$ cat src/rtl/tpc_map.svh
`ifndef TPC_MAP_SVH
`define TPC_MAP_SVH

// Widths
`define TPC_CNT_W        10
`define TPC_DATA_W       16
`define TPC_ADDR_W       3

// Register word addresses
`define TPC_ADDR_CTRL0   3'h0
`define TPC_ADDR_CTRL1   3'h1
`define TPC_ADDR_COUNT   3'h2
`define TPC_ADDR_CMPA    3'h3
`define TPC_ADDR_CMPP    3'h4

// Field positions
`define TPC_RUN_BIT      0
`define TPC_MODE_HI      7
`define TPC_MODE_LO      6
`define TPC_PINF_HI      5
`define TPC_PINF_LO      4
`define TPC_OC_BIT       3
`define TPC_POL_BIT      2
`define TPC_DPX_BIT      1
`define TPC_CCLR_BIT     0

// Operating mode codes
`define TPC_MODE_CMP     2'h0
`define TPC_MODE_CAP     2'h1
`define TPC_MODE_PWM     2'h2
`define TPC_MODE_TMR     2'h3

// Pin function codes
`define TPC_PINF_00      2'h0
`define TPC_PINF_01      2'h1
`define TPC_PINF_10      2'h2
`define TPC_PINF_11      2'h3

// Reset values
`define TPC_RST_CNT      10'h000

`endif

$ cat src/rtl/tpc_pkg.sv
`include "tpc_map.svh"
`default_nettype none

package tpc_pkg;

    typedef struct packed {
        logic                   runEnable;
        logic [1:0]             modeSelect;
        logic [1:0]             pinFunction;
        logic                   outputInitialLevel;
        logic                   outputPolarity;
        logic                   dutyPeriodExchange;
        logic                   counterClearSelect;
        logic [`TPC_CNT_W-1:0]  counter;
        logic [`TPC_CNT_W-1:0]  compareAValue;
        logic [`TPC_CNT_W-1:0]  comparePValue;
        logic                   extPrev;
        logic                   capPrev;
        logic                   pinLevel;
        logic                   cmpLevel;
        logic                   timerIrq;
        logic [`TPC_DATA_W-1:0] readData;
    } tpc_state_type;

endpackage : tpc_pkg

`default_nettype wire

$ cat src/rtl/tpc_timer.sv
// Overview of operation
// RULE1: Software picks single pulse with mode 10 and pin function 11.
// RULE2: Pulse leading edge starts when run enable rises, from software or hardware.
// RULE3: In single pulse mode the external clock pin can set run enable.
// RULE4: When run enable rises in single pulse, counting and active output start together.
// RULE5: Trailing edge on software clear or comparator A match, which clears run enable.
// RULE6: Single pulse comparator A match raises the timer interrupt request.
// RULE7: Single pulse counter clears only on run rise; match stops it uncleared.
// RULE8: Single pulse ignores compare P, clear select and duty/period exchange.
// RULE9: Software keeps pin function at 11 throughout single pulse use.
// RULE10: Software picks capture mode with mode field 01.
// RULE11: Capture edge is selectable as rising, falling or both.
// RULE12: Capture counter starts when software raises run enable.
// RULE13: Each active capture edge copies counter into compare A and requests interrupt.
// RULE14: Capture counter runs regardless of input, stops only when run falls.
// RULE15: Capture comparator P match clears counter and requests interrupt.
// RULE16: Capture with pin function 11 captures nothing but counter keeps running.
// RULE17: Capture mode drives no output; output, polarity, clear, exchange bits ignored.
// RULE18: Capture with compare P zero lets counter run to maximum and wrap.
// RULE19: PWM waveform keeps running while pin function forces the output level.
// RULE20: PWM ignores the counter clear select bit.
// RULE21: Counter is ten bits and wraps to zero after 3FF.
// RULE22: Capture edge codes: 00 rising, 01 falling, 10 both.
// RULE23: External trigger edge is ignored while a pulse is already active.
`include "tpc_map.svh"
`default_nettype none

module tpc_timer #(
    parameter int CountWidth = `TPC_CNT_W,
    parameter int DataWidth  = `TPC_DATA_W
) (
    input  wire logic                   clk,
    input  wire logic                   rst,
    input  wire logic [`TPC_ADDR_W-1:0] regAddr,
    input  wire logic [DataWidth-1:0]   regWriteData,
    input  wire logic                   regWrite,
    input  wire logic                   regRead,
    output logic      [DataWidth-1:0]   regReadData,
    input  wire logic                   extTimerClockPin,
    input  wire logic                   captureInputPin,
    output logic                        pulseOut,
    output logic                        timerIrq
);

    // State struct is fixed-width, so only the built widths can be served
    if (CountWidth != `TPC_CNT_W || DataWidth != `TPC_DATA_W)
    begin : g_bad_width
        $error("tpc_timer: unsupported width parameters");
    end

    localparam logic [CountWidth-1:0] CountOne = CountWidth'(1);

    tpc_pkg::tpc_state_type stQ;
    tpc_pkg::tpc_state_type stD;

    logic                  singleMode;
    logic                  captureMode;
    logic                  pwmMode;
    logic                  compareMode;
    logic                  extRise;
    logic                  capRise;
    logic                  capFall;
    logic                  capEdge;
    logic                  aMatch;
    logic                  pMatch;
    logic                  activeLevel;
    logic [CountWidth-1:0] pwmPeriod;
    logic [CountWidth-1:0] pwmDuty;
    logic                  periodEnd;
    logic                  clearByCmp;
    logic                  nextActive;

    always_comb
    begin
        singleMode  = stQ.modeSelect == `TPC_MODE_PWM && stQ.pinFunction == `TPC_PINF_11;
        pwmMode     = stQ.modeSelect == `TPC_MODE_PWM && stQ.pinFunction != `TPC_PINF_11;
        captureMode = stQ.modeSelect == `TPC_MODE_CAP;
        compareMode = stQ.modeSelect == `TPC_MODE_CMP;
        extRise     = extTimerClockPin && !stQ.extPrev;
        capRise     = captureInputPin && !stQ.capPrev;
        capFall     = !captureInputPin && stQ.capPrev;
        aMatch      = stQ.counter == stQ.compareAValue;
        // Zero in compare P never matches, so the count wraps at full scale
        pMatch      = stQ.comparePValue != `TPC_RST_CNT && stQ.counter == stQ.comparePValue; // RULE18
        activeLevel = stQ.outputInitialLevel ^ stQ.outputPolarity;
        // Exchange bit swaps which compare value sets period and duty
        pwmPeriod   = stQ.dutyPeriodExchange ? stQ.compareAValue : stQ.comparePValue;
        pwmDuty     = stQ.dutyPeriodExchange ? stQ.comparePValue : stQ.compareAValue;
        // Period of zero means the full 1024 count
        periodEnd   = stQ.counter + CountOne == pwmPeriod; // RULE20
        clearByCmp  = stQ.counterClearSelect ? aMatch : pMatch;
        unique case (stQ.pinFunction)
            `TPC_PINF_00: capEdge = capRise; // RULE22
            `TPC_PINF_01: capEdge = capFall; // RULE22
            `TPC_PINF_10: capEdge = capRise || capFall; // RULE11
            `TPC_PINF_11: capEdge = 1'b0; // RULE16
        endcase
    end

    always_comb
    begin
        stD          = stQ;
        stD.timerIrq = 1'b0;
        stD.extPrev  = extTimerClockPin;
        stD.capPrev  = captureInputPin;
        stD.readData = '0;

        if (regRead)
        begin
            case (regAddr)
                `TPC_ADDR_CTRL0: stD.readData[`TPC_RUN_BIT] = stQ.runEnable;
                `TPC_ADDR_CTRL1:
                begin
                    stD.readData[`TPC_MODE_HI:`TPC_MODE_LO] = stQ.modeSelect;
                    stD.readData[`TPC_PINF_HI:`TPC_PINF_LO] = stQ.pinFunction;
                    stD.readData[`TPC_OC_BIT]   = stQ.outputInitialLevel;
                    stD.readData[`TPC_POL_BIT]  = stQ.outputPolarity;
                    stD.readData[`TPC_DPX_BIT]  = stQ.dutyPeriodExchange;
                    stD.readData[`TPC_CCLR_BIT] = stQ.counterClearSelect;
                end
                `TPC_ADDR_COUNT: stD.readData[CountWidth-1:0] = stQ.counter;
                `TPC_ADDR_CMPA:  stD.readData[CountWidth-1:0] = stQ.compareAValue;
                `TPC_ADDR_CMPP:  stD.readData[CountWidth-1:0] = stQ.comparePValue;
                default:         stD.readData = '0;
            endcase
        end

        if (regWrite)
        begin
            case (regAddr)
                `TPC_ADDR_CTRL0: stD.runEnable = regWriteData[`TPC_RUN_BIT];
                `TPC_ADDR_CTRL1:
                begin
                    stD.modeSelect         = regWriteData[`TPC_MODE_HI:`TPC_MODE_LO];
                    stD.pinFunction        = regWriteData[`TPC_PINF_HI:`TPC_PINF_LO];
                    stD.outputInitialLevel = regWriteData[`TPC_OC_BIT];
                    stD.outputPolarity     = regWriteData[`TPC_POL_BIT];
                    stD.dutyPeriodExchange = regWriteData[`TPC_DPX_BIT];
                    stD.counterClearSelect = regWriteData[`TPC_CCLR_BIT];
                end
                `TPC_ADDR_CMPA: stD.compareAValue = regWriteData[CountWidth-1:0];
                `TPC_ADDR_CMPP: stD.comparePValue = regWriteData[CountWidth-1:0];
                default:        stD.runEnable = stD.runEnable;
            endcase
        end

        // Hardware trigger only acts from idle, so a retrigger mid-pulse is lost
        if (singleMode && extRise && !stQ.runEnable)
        begin
            stD.runEnable = 1'b1; // RULE3 RULE23
        end

        if (stQ.runEnable)
        begin
            if (singleMode)
            begin
                // Match wins over a software set in the same cycle
                if (aMatch)
                begin
                    stD.runEnable = 1'b0; // RULE5
                    stD.timerIrq  = 1'b1; // RULE6
                end
                else
                begin
                    stD.counter = stQ.counter + CountOne; // RULE8
                end
            end
            else if (captureMode)
            begin
                if (pMatch)
                begin
                    stD.counter  = `TPC_RST_CNT; // RULE15
                    stD.timerIrq = 1'b1; // RULE15
                end
                else
                begin
                    stD.counter = stQ.counter + CountOne; // RULE14 RULE21
                end
            end
            else if (pwmMode)
            begin
                stD.counter  = periodEnd ? `TPC_RST_CNT : stQ.counter + CountOne; // RULE19
                stD.timerIrq = aMatch || pMatch;
            end
            else
            begin
                stD.counter  = clearByCmp ? `TPC_RST_CNT : stQ.counter + CountOne; // RULE21
                stD.timerIrq = (aMatch && stQ.compareAValue != `TPC_RST_CNT)
                               || (pMatch && !stQ.counterClearSelect);
                if (compareMode && aMatch && stQ.compareAValue != `TPC_RST_CNT)
                begin
                    unique case (stQ.pinFunction)
                        `TPC_PINF_00: stD.cmpLevel = stQ.cmpLevel;
                        `TPC_PINF_01: stD.cmpLevel = 1'b0;
                        `TPC_PINF_10: stD.cmpLevel = 1'b1;
                        `TPC_PINF_11: stD.cmpLevel = !stQ.cmpLevel;
                    endcase
                end
            end
        end

        // Capture acts even while stopped; it overrides a software write to compare A
        if (captureMode && capEdge)
        begin
            stD.compareAValue = stQ.counter; // RULE13
            stD.timerIrq      = 1'b1; // RULE13
        end

        if (stD.runEnable && !stQ.runEnable)
        begin
            stD.counter  = `TPC_RST_CNT; // RULE2 RULE7 RULE12
            stD.cmpLevel = stD.outputInitialLevel;
        end

        // Output follows the next state so pulse edge and run change land together
        // Active level from the next state too, else a level write glitches the pin for a cycle
        nextActive = stD.outputInitialLevel ^ stD.outputPolarity;
        unique case (stD.modeSelect)
            `TPC_MODE_PWM:
            begin
                if (stD.pinFunction == `TPC_PINF_11)
                begin
                    stD.pinLevel = stD.runEnable ? nextActive : !nextActive; // RULE4
                end
                else if (stD.pinFunction == `TPC_PINF_00)
                begin
                    stD.pinLevel = !nextActive;
                end
                else if (stD.pinFunction == `TPC_PINF_01)
                begin
                    stD.pinLevel = nextActive;
                end
                else
                begin
                    stD.pinLevel = (stD.counter < pwmDuty || pwmDuty >= pwmPeriod
                                    && pwmPeriod != `TPC_RST_CNT) ? nextActive : !nextActive;
                end
            end
            `TPC_MODE_CMP: stD.pinLevel = stD.cmpLevel;
            `TPC_MODE_CAP: stD.pinLevel = 1'b0; // RULE17
            `TPC_MODE_TMR: stD.pinLevel = 1'b0;
        endcase
    end

    always_ff @(posedge clk)
    begin
        if (rst)
        begin
            stQ <= '0;
        end
        else
        begin
            stQ <= stD;
        end
    end

    assign regReadData = stQ.readData;
    assign pulseOut    = stQ.pinLevel;
    assign timerIrq    = stQ.timerIrq;

    a_start_clears_count: assert property (@(posedge clk) disable iff (rst) // RULE7
        $rose(stQ.runEnable) |-> stQ.counter == `TPC_RST_CNT)
        else $error("Counter not zero after run enable rise");

    a_match_ends_pulse: assert property (@(posedge clk) disable iff (rst) // RULE5
        singleMode && stQ.runEnable && aMatch |=> !stQ.runEnable && pulseOut == !$past(activeLevel))
        else $error("Compare A match did not end the pulse");

    a_match_raises_irq: assert property (@(posedge clk) disable iff (rst) // RULE6
        singleMode && stQ.runEnable && aMatch |=> timerIrq)
        else $error("Compare A match gave no interrupt");

    a_match_holds_count: assert property (@(posedge clk) disable iff (rst) // RULE7
        singleMode && stQ.runEnable && aMatch ##1 !stQ.runEnable && !regWrite && !extRise
        |=> stQ.counter == $past(stQ.counter, 2))
        else $error("Counter moved after compare A stop");

    a_ext_trigger_run: assert property (@(posedge clk) disable iff (rst) // RULE3
        singleMode && !stQ.runEnable && extRise |=> stQ.runEnable && stQ.counter == `TPC_RST_CNT)
        else $error("External trigger did not start pulse");

    a_pulse_out_level: assert property (@(posedge clk) disable iff (rst) // RULE4
        singleMode |-> pulseOut == (stQ.runEnable ? activeLevel : !activeLevel))
        else $error("Pulse output disagrees with run enable");

    a_capture_latch_value: assert property (@(posedge clk) disable iff (rst) // RULE13
        captureMode && capEdge |=> stQ.compareAValue == $past(stQ.counter) && timerIrq)
        else $error("Capture edge did not latch counter");

    a_capture_off_holds: assert property (@(posedge clk) disable iff (rst) // RULE16
        captureMode && stQ.pinFunction == `TPC_PINF_11 && !regWrite
        |=> stQ.compareAValue == $past(stQ.compareAValue))
        else $error("Capture occurred while disabled");

    a_pmatch_wraps_count: assert property (@(posedge clk) disable iff (rst) // RULE15
        captureMode && stQ.runEnable && pMatch && !(regWrite && regAddr == `TPC_ADDR_CTRL0)
        |=> stQ.counter == `TPC_RST_CNT && timerIrq)
        else $error("Compare P match did not clear counter");

    a_capture_no_output: assert property (@(posedge clk) disable iff (rst) // RULE17
        captureMode |-> !pulseOut)
        else $error("Capture mode drove the output");

    c_pulse_completes: cover property (@(posedge clk) disable iff (rst)
        singleMode && stQ.runEnable && aMatch ##1 timerIrq);

    c_capture_taken: cover property (@(posedge clk) disable iff (rst)
        captureMode && stQ.runEnable && capEdge);

    c_capture_wrap: cover property (@(posedge clk) disable iff (rst)
        captureMode && stQ.runEnable && pMatch);

endmodule // tpc_timer

`default_nettype wire

$ cat config.mk
export PLATFORM = sky130hd
export DESIGN_NAME = tpc_timer
export DESIGN_NICKNAME = d
export VERILOG_FILES = /design/src/rtl/tpc_pkg.sv /design/src/rtl/tpc_timer.sv
export VERILOG_INCLUDE_DIRS = /design/src /design/src/rtl
export SDC_FILE = /design/constraint.sdc
export NUM_CORES = 1
export LEC_CHECK = 0
export BUFFER_PORTS_ARGS = -buffer_cell sky130_fd_sc_hd__buf_4
export CORE_MARGIN = 5
export CORE_UTILIZATION = 35
export CTS_CLUSTER_SIZE = 16
export DETAILED_ROUTE_END_ITERATION = 12
export SLEW_MARGIN = 30
export SYNTH_ARGS = -nofsm -noshare
export SYNTH_HDL_FRONTEND = slang
export SYNTH_SLANG_ARGS = --single-unit
export TNS_END_PERCENT = 1
$ cat constraint.sdc
create_clock -name clk -period 4.9 [get_ports clk]
set_input_delay 0.245 -clock clk [delete_from_list [all_inputs] [get_ports clk]]
set_output_delay 0.245 -clock clk [all_outputs]
set_load 0.02 [all_outputs]
==> summary.txt, run 1 <==
Run status
  • Status: finished, final reports clean

Drt
  • WL/cell: 18.7 µm
  • Via count: 3,843
  • Final antenna-violating net count: 0
  • Via-to-Cell Ratio: 5.65
  • Starting DRC count in detailed routing: 334
  • Pre-Repair DR Iteration Count: 5
  • # DRC: 0
  • Final wirelength: 12,700 µm

Min path
  • Hold crit path type: primary input to flip-flop

STA
  • Final setup fails: 0
  • Final worst slack: 0.352 ns
  • RSZ-0062 raised after global routing: false
  • Fin. max-slew vios: 0
  • Clock period minus worst slack: 4.55 ns
  • Fmax: 220 MHz
  • Final Hold Vio Count: 0
  • Skew final: 0.00936 ns
  • Setup TNS: 0 ns
  • Final worst-path cycle share: 0.928
  • Slew margin rel.: 0.505
  • Slew at the pin closest to its max-slew limit: 0.742 ns

Clock tree
  • Postcts setup bufs: 0
  • Clock sinks: 54
  • Clk_lat worst skew: 0.30 ns
  • Total CTS buffers: 5
  • H-Tree Depth: 2
  • Clock slew at reported path FFs: 0.08 ns
  • CTS tree: yes
  • Root Driver: clkbuf_16
  • Max clock buf depth: 2

Finish
  • Layout Nets: 583
  • Layout cells sized above 1: 0.112
  • Syn-to-layout area delta: 10.3%
  • Cell area after layout: 4490 µm²
  • Ant diodes: 0
  • Final Util: 0.394

Global route
  • First-pass GRT wire length: 20,300 µm
  • Initial antenna violation count: 0
  • Largest net degree at the start of global routing: 35
  • Gr usage total: 0.179
  • Total gr overflow: 0
  • Vias in the first global route: 3,725

Pwr
  • Total power: 0.989 mW
  • IR drop worst, VDD: 0.126 mV
  • PwrDens: 220 nW/µm²
  • Leakage power: 1.83 nW

Logic synthesis
  • Async SR Flop Fraction: 0
  • EDFF count, synth: 0
  • Top-count cell post-synth: nor2_1
  • Most frequent cells after synthesis: nor2_1, dfxtp_1, nand2_1
  • Dominant cell type by area after synthesis: dfxtp_1
  • Top cell type's share of synthesized area: 0.265
  • Dominant synthesized flop cell: dfxtp_1
  • Post-synth cell types: 59
  • Post-synthesis cell area: 4080 µm²
  • Ys Warns: 0
  • Dominant cells by area after synthesis: dfxtp_1, mux2i_1, nor2_1
  • Synthesized instance count: 531
  • Mapped Avg Cell Area: 7.67 µm²
  • Post-synthesis sequential area ratio: 0.265
  • Yosys reg bits: 54

Die
  • Starting Density: 0.357
  • Core ar.: 11,400 µm²
  • Die height: 118 µm
  • Die X: 118 µm
  • Die Area: 13,900 µm²
  • Row cnt: 39
  • Io pins: 43

Critical path
  • Arr. time, crit path: 4.74 ns
  • Crit-path max FO: 7
  • CP Capture Type: flip-flop
  • Setup crit start kind: flip-flop
  • R2R Setup Slk: 0.35 ns
  • Worst EP required: 5.09 ns
  • Critical path type: flip-flop to flip-flop

Placed design
  • Worst slack, placed: 0.370 ns
  • Final GP Congestion: 0.896
  • Post-DP HPWL: 9670 µm
  • Placed Instance Area: 4340 µm²
  • Port Buffers: 30

Job
  • Max_cap viols: 0
-- per-stage QoR --
stage	cells	hold WS, ns
6_report	680	0.164
5_1_grt	680	0.204
4_1_cts	680	0.168
3_5_place_dp	672	0.477
3_3_place_gp	672	0.474
2_1_floorplan	536	0.373
-- critical path, cell delays in order, from the launching register on --
cell,delay [ns]
dfxtp_1,0.50
ha_2,0.31
nand2_1,0.15
or3_1,0.42
o211a_1,0.22
o31a_1,0.35
nor4_1,0.31
nor2_1,0.11
o22ai_2,0.23
nor2_1,0.09
ha_1,0.31
a21o_1,0.16
a21o_1,0.17
a211oi_1,0.24
o211a_1,0.24
o31a_1,0.15
a41oi_1,0.05
o21ai_1,0.15
o2111a_1,0.22
nor3_1,0.05
-- registers in the layout, summed over array words and instances (netlist names) --
register and count:
pulseOut 1, regReadData 10, timerIrq 1, stQ 42
-- path summary, 6_finish.rpt --
check	start	end	cells after the start
setup / recovery	stQ[42]$_SDFF_PP0_	pulseOut$_SDFF_PP0_	19
hold / removal	extTimerClockPin	stQ[20]$_SDFF_PP0_	2
setup reg to reg	stQ[42]$_SDFF_PP0_	pulseOut$_SDFF_PP0_	19
hold reg to reg	stQ[26]$_SDFFE_PP0P_	stQ[26]$_SDFFE_PP0P_	2
-- cell families (layout without fill, tap and decap cells) --
group,after synthesis,in the layout,synth area share
and+or+nand+nor,207,207,0.233
AOI/OAI and AO/OA,106,106,0.176
buffers and inverters,67,68,0.0811
DFF,54,54,0.265
xor gates and xnor gates,37,37,0.0832
muxes,37,37,0.0927
adders and majority gates,22,22,0.0675
other,1,6,0.000920
-- cells in the final DEF, fill, tap and decap left out, types with 6 or more instances in the layout --
master and count:
inv_1 20, xnor2_1 21, a21oi_1 43, buf_4 40
dfxtp_1 54, nand2_1 52, a22oi_1 7, nor4_1 8
nand3_1 19, mux2i_1 34, a221oi_1 7, o21ai_0 10
ha_1 21, and2_1 6, nor3_1 9, conb_1 6
xor2_1 15, nand4_1 7, nor2_1 77, and3_1 6
-- layer usage --
metal  vias to the layer above  wire length [µm]  GRT usage
met5                         -                 0          0
met4                         0               332     0.0631
met3                        34              1190     0.0308
met2                       185              5720      0.281
met1                      1779              5510      0.246
li1                       1845                 -          -
-- final cells by class --
| class | count | area [µm²] |
|---|---|---|
| clock buffers | 6 | 139 |
| inverters | 20 | 75.1 |
| well taps | 143 | 179 |
| flip-flops and latches | 54 | 1080 |
| repair buffers | 40 | 300 |
| clock inverters | 2 | 17.5 |
| fillers | 1219 | 6920 |
| multi-input cells | 415 | 2700 |
-- power breakdown --
group / switching, mW / internal, mW / leakage, nW / total, mW
clock network: 0.178 / 0.206 / 0.0770 / 0.384
logic: 0.0916 / 0.0567 / 1.31 / 0.148
registers: 0.0117 / 0.446 / 0.437 / 0.457
total: 0.281 / 0.709 / 1.83 / 0.989
-- repair_timing --
| item | CTS | global route |
|---|---|---|
| hold buffers | 0 | 0 |
| gates resized for setup | 0 | 1 |
| endpoints found under the setup margin | 0 | 1 |
No activity file was read; power rests on OpenSTA's default activity.
==> run 2: changes to the inputs <==
Settings changed: CELL_PAD_IN_SITES_DETAIL_PLACEMENT set to 0, CELL_PAD_IN_SITES_GLOBAL_PLACEMENT set to 1, PLACE_DENSITY set to 0.64.
==> run 2 against run 1 <==
  * Clock skew is 0.0018 ns higher
  * Sequential power barely moved
  * Count of clock-buffer cells in the layout decreased by 1
  * Sequential cell count did not move
  * Wire length grew 5.7%
==> summary.txt, run 2 (synthesis results as in run 1) <==
Critical path
  • Arr. time, crit path: 4.68 ns (was 4.74 ns)
  • CP Cell Sequence: nand3_1 -> or3_1 -> o211a_1 -> o31a_1 -> nor4_2 -> nor2_1 -> o22ai_2 -> nor2_1 -> ha_1 -> a21o_1 -> a21o_1 -> a211oi_1 -> o211a_1 -> o31a_1 -> a41oi_1 -> o21ai_1 -> o2111a_1 -> nor3_1 (was ha_2 -> nand2_1 -> or3_1 -> o211a_1 -> o31a_1 -> nor4_1 -> nor2_1 -> o22ai_2 -> nor2_1 -> ha_1 -> a21o_1 -> a21o_1 -> a211oi_1 -> o211a_1 -> o31a_1 -> a41oi_1 -> o21ai_1 -> o2111a_1 -> nor3_1)
  • Worst stage delay on the critical path: 0.57 ns (was 0.50 ns)
  • Buf/Inv on CP: 0 (unchanged)
  • R2R Setup Slk: 0.41 ns (was 0.35 ns)
  • Crit-path max FO: 9 (was 7)
  • Levels on crit path: 18 (was 19)
  • CP startpoint: stQ[46]$_SDFF_PP0_ (was stQ[42]$_SDFF_PP0_)
  • Reg2reg end: pulseOut$_SDFF_PP0_ (unchanged)
  • CP delay by family, top: compound AO/OA/AOI/OAI gates (unchanged)
  • Worst path slowest cell: dfxtp_1 (unchanged)
  • Worst EP required: 5.10 ns (was 5.09 ns)
  • Critical Path Sink: pulseOut$_SDFF_PP0_ (unchanged)
  • Reg-to-Reg Start: stQ[46]$_SDFF_PP0_ (was stQ[42]$_SDFF_PP0_)
  • Setup crit start kind: flip-flop (unchanged)
  • R2R depth: 18 (was 19)
  • Critical path type: flip-flop to flip-flop (unchanged)
  • CP Capture Type: flip-flop (unchanged)

Die
  • Io pins: 43 (unchanged)
  • Row cnt: 39 (unchanged)
  • Die height: 118 µm (unchanged)
  • Die X: 118 µm (unchanged)
  • Die Area: 13,900 µm² (unchanged)
  • Core ar.: 11,400 µm² (unchanged)
  • Starting Density: 0.357 (unchanged)

Global route
  • Gr usage total: 0.194 (was 0.179)
  • Largest net degree at the start of global routing: 35 (unchanged)
  • Vias in the first global route: 3,582 (was 3,725)
  • First-pass GRT wire length: 21,300 µm (was 20,300 µm)
  • Total gr overflow: 0 (unchanged)
  • Initial antenna violation count: 0 (unchanged)

STA
  • Fin. max-slew vios: 0 (unchanged)
  • Slew at the pin closest to its max-slew limit: 0.616 ns (was 0.742 ns)
  • Slew margin rel.: 0.586 (was 0.505)
  • Setup TNS: 0 ns (unchanged)
  • Fmax: 223 MHz (was 220 MHz)
  • Clock period minus worst slack: 4.49 ns (was 4.55 ns)
  • Final worst-path cycle share: 0.916 (was 0.928)
  • RSZ-0062 raised after global routing: false (unchanged)
  • Skew final: 0.0112 ns (was 0.00936 ns)
  • Final setup fails: 0 (unchanged)
  • Final Hold Vio Count: 0 (unchanged)

Clock tree
  • Clock sinks: 54 (unchanged)
  • Clock slew at reported path FFs: 0.07 ns (was 0.08 ns)
  • H-Tree Depth: 2 (unchanged)
  • Clk_lat worst skew: 0.30 ns (about the same)
  • CTS Hold Bufs: 0 (unchanged)
  • CTS tree: yes (unchanged)
  • Total CTS buffers: 5 (unchanged)
  • Root Driver: clkbuf_16 (unchanged)
  • Max clock buf depth: 2 (unchanged)

Pwr
  • Clock power frac: 0.373 (was 0.388)
  • Leakage power: 1.85 nW (was 1.83 nW)
  • Net Sw Frac: 0.286 (was 0.284)
  • Register share of total power: 0.473 (was 0.462)
  • Internal power: 0.691 mW (was 0.709 mW)
  • Gate power share: 0.154 (was 0.150)
  • Total power: 0.968 mW (was 0.989 mW)
  • P_sw: 0.277 mW (was 0.281 mW)
  • IR drop worst, VDD: 0.141 mV (was 0.126 mV)
  • PwrDens: 215 nW/µm² (was 220 nW/µm²)

Placed design
  • Final GP Congestion: 0.880 (was 0.896)
  • Port Buffers: 30 (unchanged)
  • Post-DP HPWL: 10,400 µm (was 9670 µm)

Drt
  • # DRC: 0 (unchanged)
  • Via-to-Cell Ratio: 5.53 (was 5.65)
  • Via count: 3,775 (was 3,843)
  • Final wirelength: 13,500 µm (was 12,700 µm)
  • Final antenna-violating net count: 0 (unchanged)
  • Pre-Repair DR Iteration Count: 4 (was 5)
  • WL/cell: 19.7 µm (was 18.7 µm)
  • Starting DRC count in detailed routing: 259 (was 334)

Finish
  • Layout Nets: 587 (was 583)
  • Max reg flops: 42 (unchanged)
  • Multi-input gate area: 2700 µm² (about the same)
  • Largest reg by FF count: stQ (unchanged)
  • Ant diodes: 0 (unchanged)
  • Commonest non-fill, non-tap cells in the layout: nor2_1, dfxtp_1, nand2_1, buf_4, a21oi_1 (was nor2_1, dfxtp_1, nand2_1, a21oi_1, buf_4)
  • Storage element area: 1080 µm² (unchanged)
  • Fillers: 1,213 (was 1,219)
  • Layout cells sized above 1: 0.115 (was 0.112)
  • Syn-to-layout area delta: 10.6% (was 10.3%)
  • Commonest non-fill, non-tap cell in the layout: nor2_1 (unchanged)

Min path
  • Hold crit path type: primary input to flip-flop (unchanged)

Run status
  • Status: finished, final reports clean (unchanged)

Job
  • Max_cap viols: 0 (unchanged)
-- run 2: power by group through the flow --
stage          logic [mW]  clock network [mW]  registers (mW)
2_1_floorplan      0.0997                   0           0.463
3_3_place_gp        0.147                   0           0.468
3_5_place_dp        0.148                   0           0.468
4_1_cts             0.149               0.372           0.458
5_1_grt             0.166               0.391           0.459
6_report            0.150               0.361           0.458
-- run 2: metal layers --
layer / global-route usage / up-vias / routed length, µm
met5: 0 / - / 0
met3: 0.0284 / 9 / 590
met1: 0.281 / 1806 / 6570
li1: - / 1859 / -
met4: 0.0373 / 0 / 136
met2: 0.308 / 101 / 6170
-- run 2: worst min path at each step --
stage,to,from,cells after the start
finish,stQ[20]$_SDFF_PP0_,extTimerClockPin,2
floorplan,stQ[20]$_SDFF_PP0_,extTimerClockPin,1
CTS,stQ[20]$_SDFF_PP0_,extTimerClockPin,2
global placement,stQ[20]$_SDFF_PP0_,extTimerClockPin,2
global route,stQ[20]$_SDFF_PP0_,extTimerClockPin,2
detailed placement,stQ[20]$_SDFF_PP0_,extTimerClockPin,2
-- run 2: final cells by class --
class,instances,area share
Timing Repair Buffer,44,0.0733
Clock buffer,5,0.0278
Inverter,20,0.0167
Tap cell,143,0.0397
Clock inverter,2,0.00305
Multi-Input combinational cell,415,0.600
Sequential cell,54,0.240
-- run 2: per-stage QoR --
| stage | utilization | setup slack, ns | hold slack (ns) | std cells | area [µm²] |
|---|---|---|---|---|---|
| 5_1_grt | 0.395 | 0.0726 | 0.188 | 683 | 4510 |
| 3_3_place_gp | 0.382 | 0.407 | 0.469 | 676 | 4360 |
| 4_1_cts | 0.394 | 0.371 | 0.159 | 683 | 4500 |
| 3_5_place_dp | 0.382 | 0.388 | 0.481 | 676 | 4360 |
| 6_report | 0.395 | 0.413 | 0.169 | 683 | 4510 |
| 2_1_floorplan | - | 0.950 | 0.373 | 536 | 4090 |
-- run 2: what timing repair did --
item | CTS | global route
endpoints found under the setup margin | 0 | 1
resized for setup | 0 | 1
setup buffers | 0 | 0
==> run 3: changes to the inputs <==
Settings changed: ABC_CLOCK_PERIOD_IN_PS set to 3700, PLACE_DENSITY 0.64 to 0.67.
Clock period 4.9 ns to 3.7 ns, I/O delays scaled along.
==> run 3 against run 2 <==
  * The flow now finishes with violations (negative setup slack)
  * Non-clock buffer count rose by 94
  * Clock skew fell by 0.0067 ns
  * Global-route usage increased by 1.3 points
  * Design area grew 20%
  * Critical path depth grew 2
  * Via count rose by 9.9%
  * Sequential share of layout area fell by 3.9 points
  * Register-to-register slack worse by 0.55 ns
  * Wire length up 8.3%
  * Clock power increased by 60%
  * Worst hold slack got worse by 0.071 ns
  * Largest cell class unchanged
  * Fmax is 17% higher
  * Critical endpoint unchanged
==> summary.txt, run 3 (synthesis results as in run 1) <==
Drt
  • Via count: 4,150 (was 3,775)
  • WL/cell: 18.7 µm (was 19.7 µm)
  • Via-to-Cell Ratio: 5.33 (was 5.53)
  • Final wirelength: 14,600 µm (was 13,500 µm)
  • Pre-Repair DR Iteration Count: 5 (was 4)
  • # DRC: 0 (unchanged)
  • Final antenna-violating net count: 0 (unchanged)
  • Starting DRC count in detailed routing: 294 (was 259)

Clock tree
  • Clock sinks: 54 (unchanged)
  • Clk_lat worst skew: 0.31 ns (was 0.30 ns)
  • Max clock buf depth: 2 (unchanged)
  • CTS tree: yes (unchanged)
  • Clock slew at reported path FFs: 0.08 ns (was 0.07 ns)
  • Root Driver: clkbuf_16 (unchanged)
  • H-Tree Depth: 2 (unchanged)
  • CTS Hold Bufs: 0 (unchanged)
  • Total CTS buffers: 5 (unchanged)

Pwr
  • Gate power share: 0.177 (was 0.154)
  • P_sw: 0.406 mW (was 0.277 mW)
  • Register share of total power: 0.418 (was 0.473)
  • PwrDens: 264 nW/µm² (was 215 nW/µm²)
  • Internal power: 1.03 mW (was 0.691 mW)
  • Clock power frac: 0.404 (was 0.373)
  • Net Sw Frac: 0.284 (was 0.286)
  • Leakage power: 2.35 nW (was 1.85 nW)
  • IR drop worst, VDD: 0.185 mV (was 0.141 mV)

Finish
  • Ant diodes: 0 (unchanged)
  • Commonest non-fill, non-tap cell in the layout: buf_4 (was nor2_1)
  • Max reg flops: 42 (unchanged)
  • Largest reg by FF count: stQ (unchanged)
  • Fillers: 1,188 (was 1,213)
  • Syn-to-layout area delta: 33.1% (was 10.6%)
  • Layout Nets: 681 (was 587)
  • Commonest non-fill, non-tap cells in the layout: buf_4, nor2_1, nand2_1, dfxtp_1, a21oi_1 (was nor2_1, dfxtp_1, nand2_1, buf_4, a21oi_1)
  • Non-Filler Instances: 778 (was 683)
  • Layout cells sized above 1: 0.279 (was 0.115)

Critical path
  • R2R Setup Slk: -0.13 ns (was 0.41 ns)
  • CP Cell Sequence: buf_4 -> buf_12 -> mux2i_2 -> xor2_1 -> xnor2_1 -> nand3_1 -> nor4_2 -> nor2_1 -> buf_4 -> nor2_1 -> o21ai_0 -> ha_1 -> or3_1 -> o21ai_0 -> o211a_1 -> o31a_1 -> a41oi_1 -> o21ai_1 -> o2111a_1 -> nor3_2 (was nand3_1 -> or3_1 -> o211a_1 -> o31a_1 -> nor4_2 -> nor2_1 -> o22ai_2 -> nor2_1 -> ha_1 -> a21o_1 -> a21o_1 -> a211oi_1 -> o211a_1 -> o31a_1 -> a41oi_1 -> o21ai_1 -> o2111a_1 -> nor3_1)
  • Worst path slowest cell: or3_1 (was dfxtp_1)
  • CP startpoint: stQ[52]$_SDFFE_PP0P_ (was stQ[46]$_SDFF_PP0_)
  • Critical path type: flip-flop to flip-flop (unchanged)
  • CP Capture Type: flip-flop (unchanged)
  • Crit-path max FO: 12 (was 9)
  • Worst stage delay on the critical path: 0.39 ns (was 0.57 ns)
  • Arr. time, crit path: 4.04 ns (was 4.68 ns)
  • Setup crit start kind: flip-flop (unchanged)
  • Worst EP required: 3.91 ns (was 5.10 ns)
  • Reg-to-Reg Start: stQ[52]$_SDFFE_PP0P_ (was stQ[46]$_SDFF_PP0_)

Min path
  • Hold crit path type: primary input to flip-flop (unchanged)
  • HP Start: extTimerClockPin (unchanged)

Global route
  • Largest net degree at the start of global routing: 35 (unchanged)
  • Vias in the first global route: 4,076 (was 3,582)
  • Gr usage total: 0.208 (was 0.194)
  • First-pass GRT wire length: 22,700 µm (was 21,300 µm)
  • Initial antenna violation count: 0 (unchanged)
  • Total gr overflow: 0 (unchanged)

STA
  • Slew margin rel.: 0.459 (was 0.586)
  • Final setup fails: 1 (was 0)
  • Setup TNS: -0.134 ns (was 0 ns)
  • Clock period minus worst slack: 3.83 ns (was 4.49 ns)
  • Fmax: 261 MHz (was 223 MHz)
  • RSZ-0062 raised after global routing: true (was false)
  • Final Hold Vio Count: 0 (unchanged)
  • Final worst slack: -0.134 ns (was 0.413 ns)
  • Skew final: 0.00447 ns (was 0.0112 ns)
  • Slew at the pin closest to its max-slew limit: 0.811 ns (was 0.616 ns)
  • Fin. max-slew vios: 0 (unchanged)
  • Final worst-path cycle share: 1.04 (was 0.916)

Run status
  • Failing checks: negative setup slack
  • Status: finished, violations left (was finished, final reports clean)

Die
  • Io pins: 43 (unchanged)
  • Die X: 118 µm (unchanged)
  • Starting Density: 0.357 (unchanged)
  • Core ar.: 11,400 µm² (unchanged)
  • Row cnt: 39 (unchanged)
  • Die Area: 13,900 µm² (unchanged)
  • Die height: 118 µm (unchanged)

Placed design
  • Post-DP HPWL: 11,400 µm (was 10,400 µm)
  • Port Buffers: 30 (unchanged)
  • # placed instances: 763 (was 676)
  • Final GP Congestion: 0.962 (was 0.880)

Job
  • Max_cap viols: 0 (unchanged)
[run 3: cell types whose count changed in the layout (fill, tap and decap cells not counted), moves of 3 or more]
cell,delta
dfxtp_1,-3
nor3_2,+3
buf_12,+4
nor3_1,-3
buf_4,+89
mux2i_1,-5
mux2i_4,+3
[run 3: layout make-up]
type                            instances  area, µm²  area share
Tap cell                              143        179      0.0330
Multi-Input combinational cell        415       2820       0.520
Timing Repair Buffer                  138       1090       0.201
Sequential cell                        54       1090       0.200
Clock inverter                          3       48.8     0.00900
Clock buffer                            5        125      0.0231
Inverter                               20       75.1      0.0138
[run 3: critical path, delay by kind of cell, from the launching register on]
kind,cells,cell delay [ns]
adder cells (fa/ha/maj),1,0.23
AND/OR/NAND/NOR,6,1.05
AO/OA/AOI/OAI,7,1.02
buffers and inverters,3,0.43
flip-flops,1,0.34
multiplexers,1,0.28
XOR/XNOR,2,0.36
[run 3: final timing paths]
path	to	cells after the start
hold / removal	stQ[20]$_SDFF_PP0_	2
setup / recovery	pulseOut$_SDFF_PP0_	20
hold reg to reg	stQ[51]$_SDFFE_PP0P_	2
setup reg to reg	pulseOut$_SDFF_PP0_	20
[run 3: repair_timing]
item,in CTS,in global routing
buffers inserted,5,2
resized for setup,15,16
setup endpoints to repair,1,1
pin swaps,11,6
[run 3: per-stage QoR]
step                      hold slack (ns)  instance area, µm²  utilization  setup WS, ns  power, mW
after floorplan                     0.313                4110            -        0.0266      0.746
after global placement              0.417                5050        0.443        -0.278      0.849
after detailed placement            0.422                5050        0.443        -0.257      0.850
after CTS                           0.101                5330        0.466        -0.145       1.43
after global routing                0.109                5420        0.475        -0.403       1.49
final                              0.0983                5420        0.475        -0.134       1.43
[run 3: metal layers]
metal,GRT usage,up-vias,part of all wire
li1,-,2037,-
met1,0.283,1984,0.46
met2,0.328,112,0.46
met3,0.0533,17,0.066
met4,0.0502,0,0.015
met5,0,-,0
[run 3: power by group through the flow]
stage	clock network, mW	registers [mW]	logic (mW)
final	0.579	0.599	0.254
after CTS	0.590	0.599	0.247
after detailed placement	0	0.613	0.238
after global placement	0	0.612	0.237
after floorplan	0	0.613	0.132
after global routing	0.618	0.600	0.276
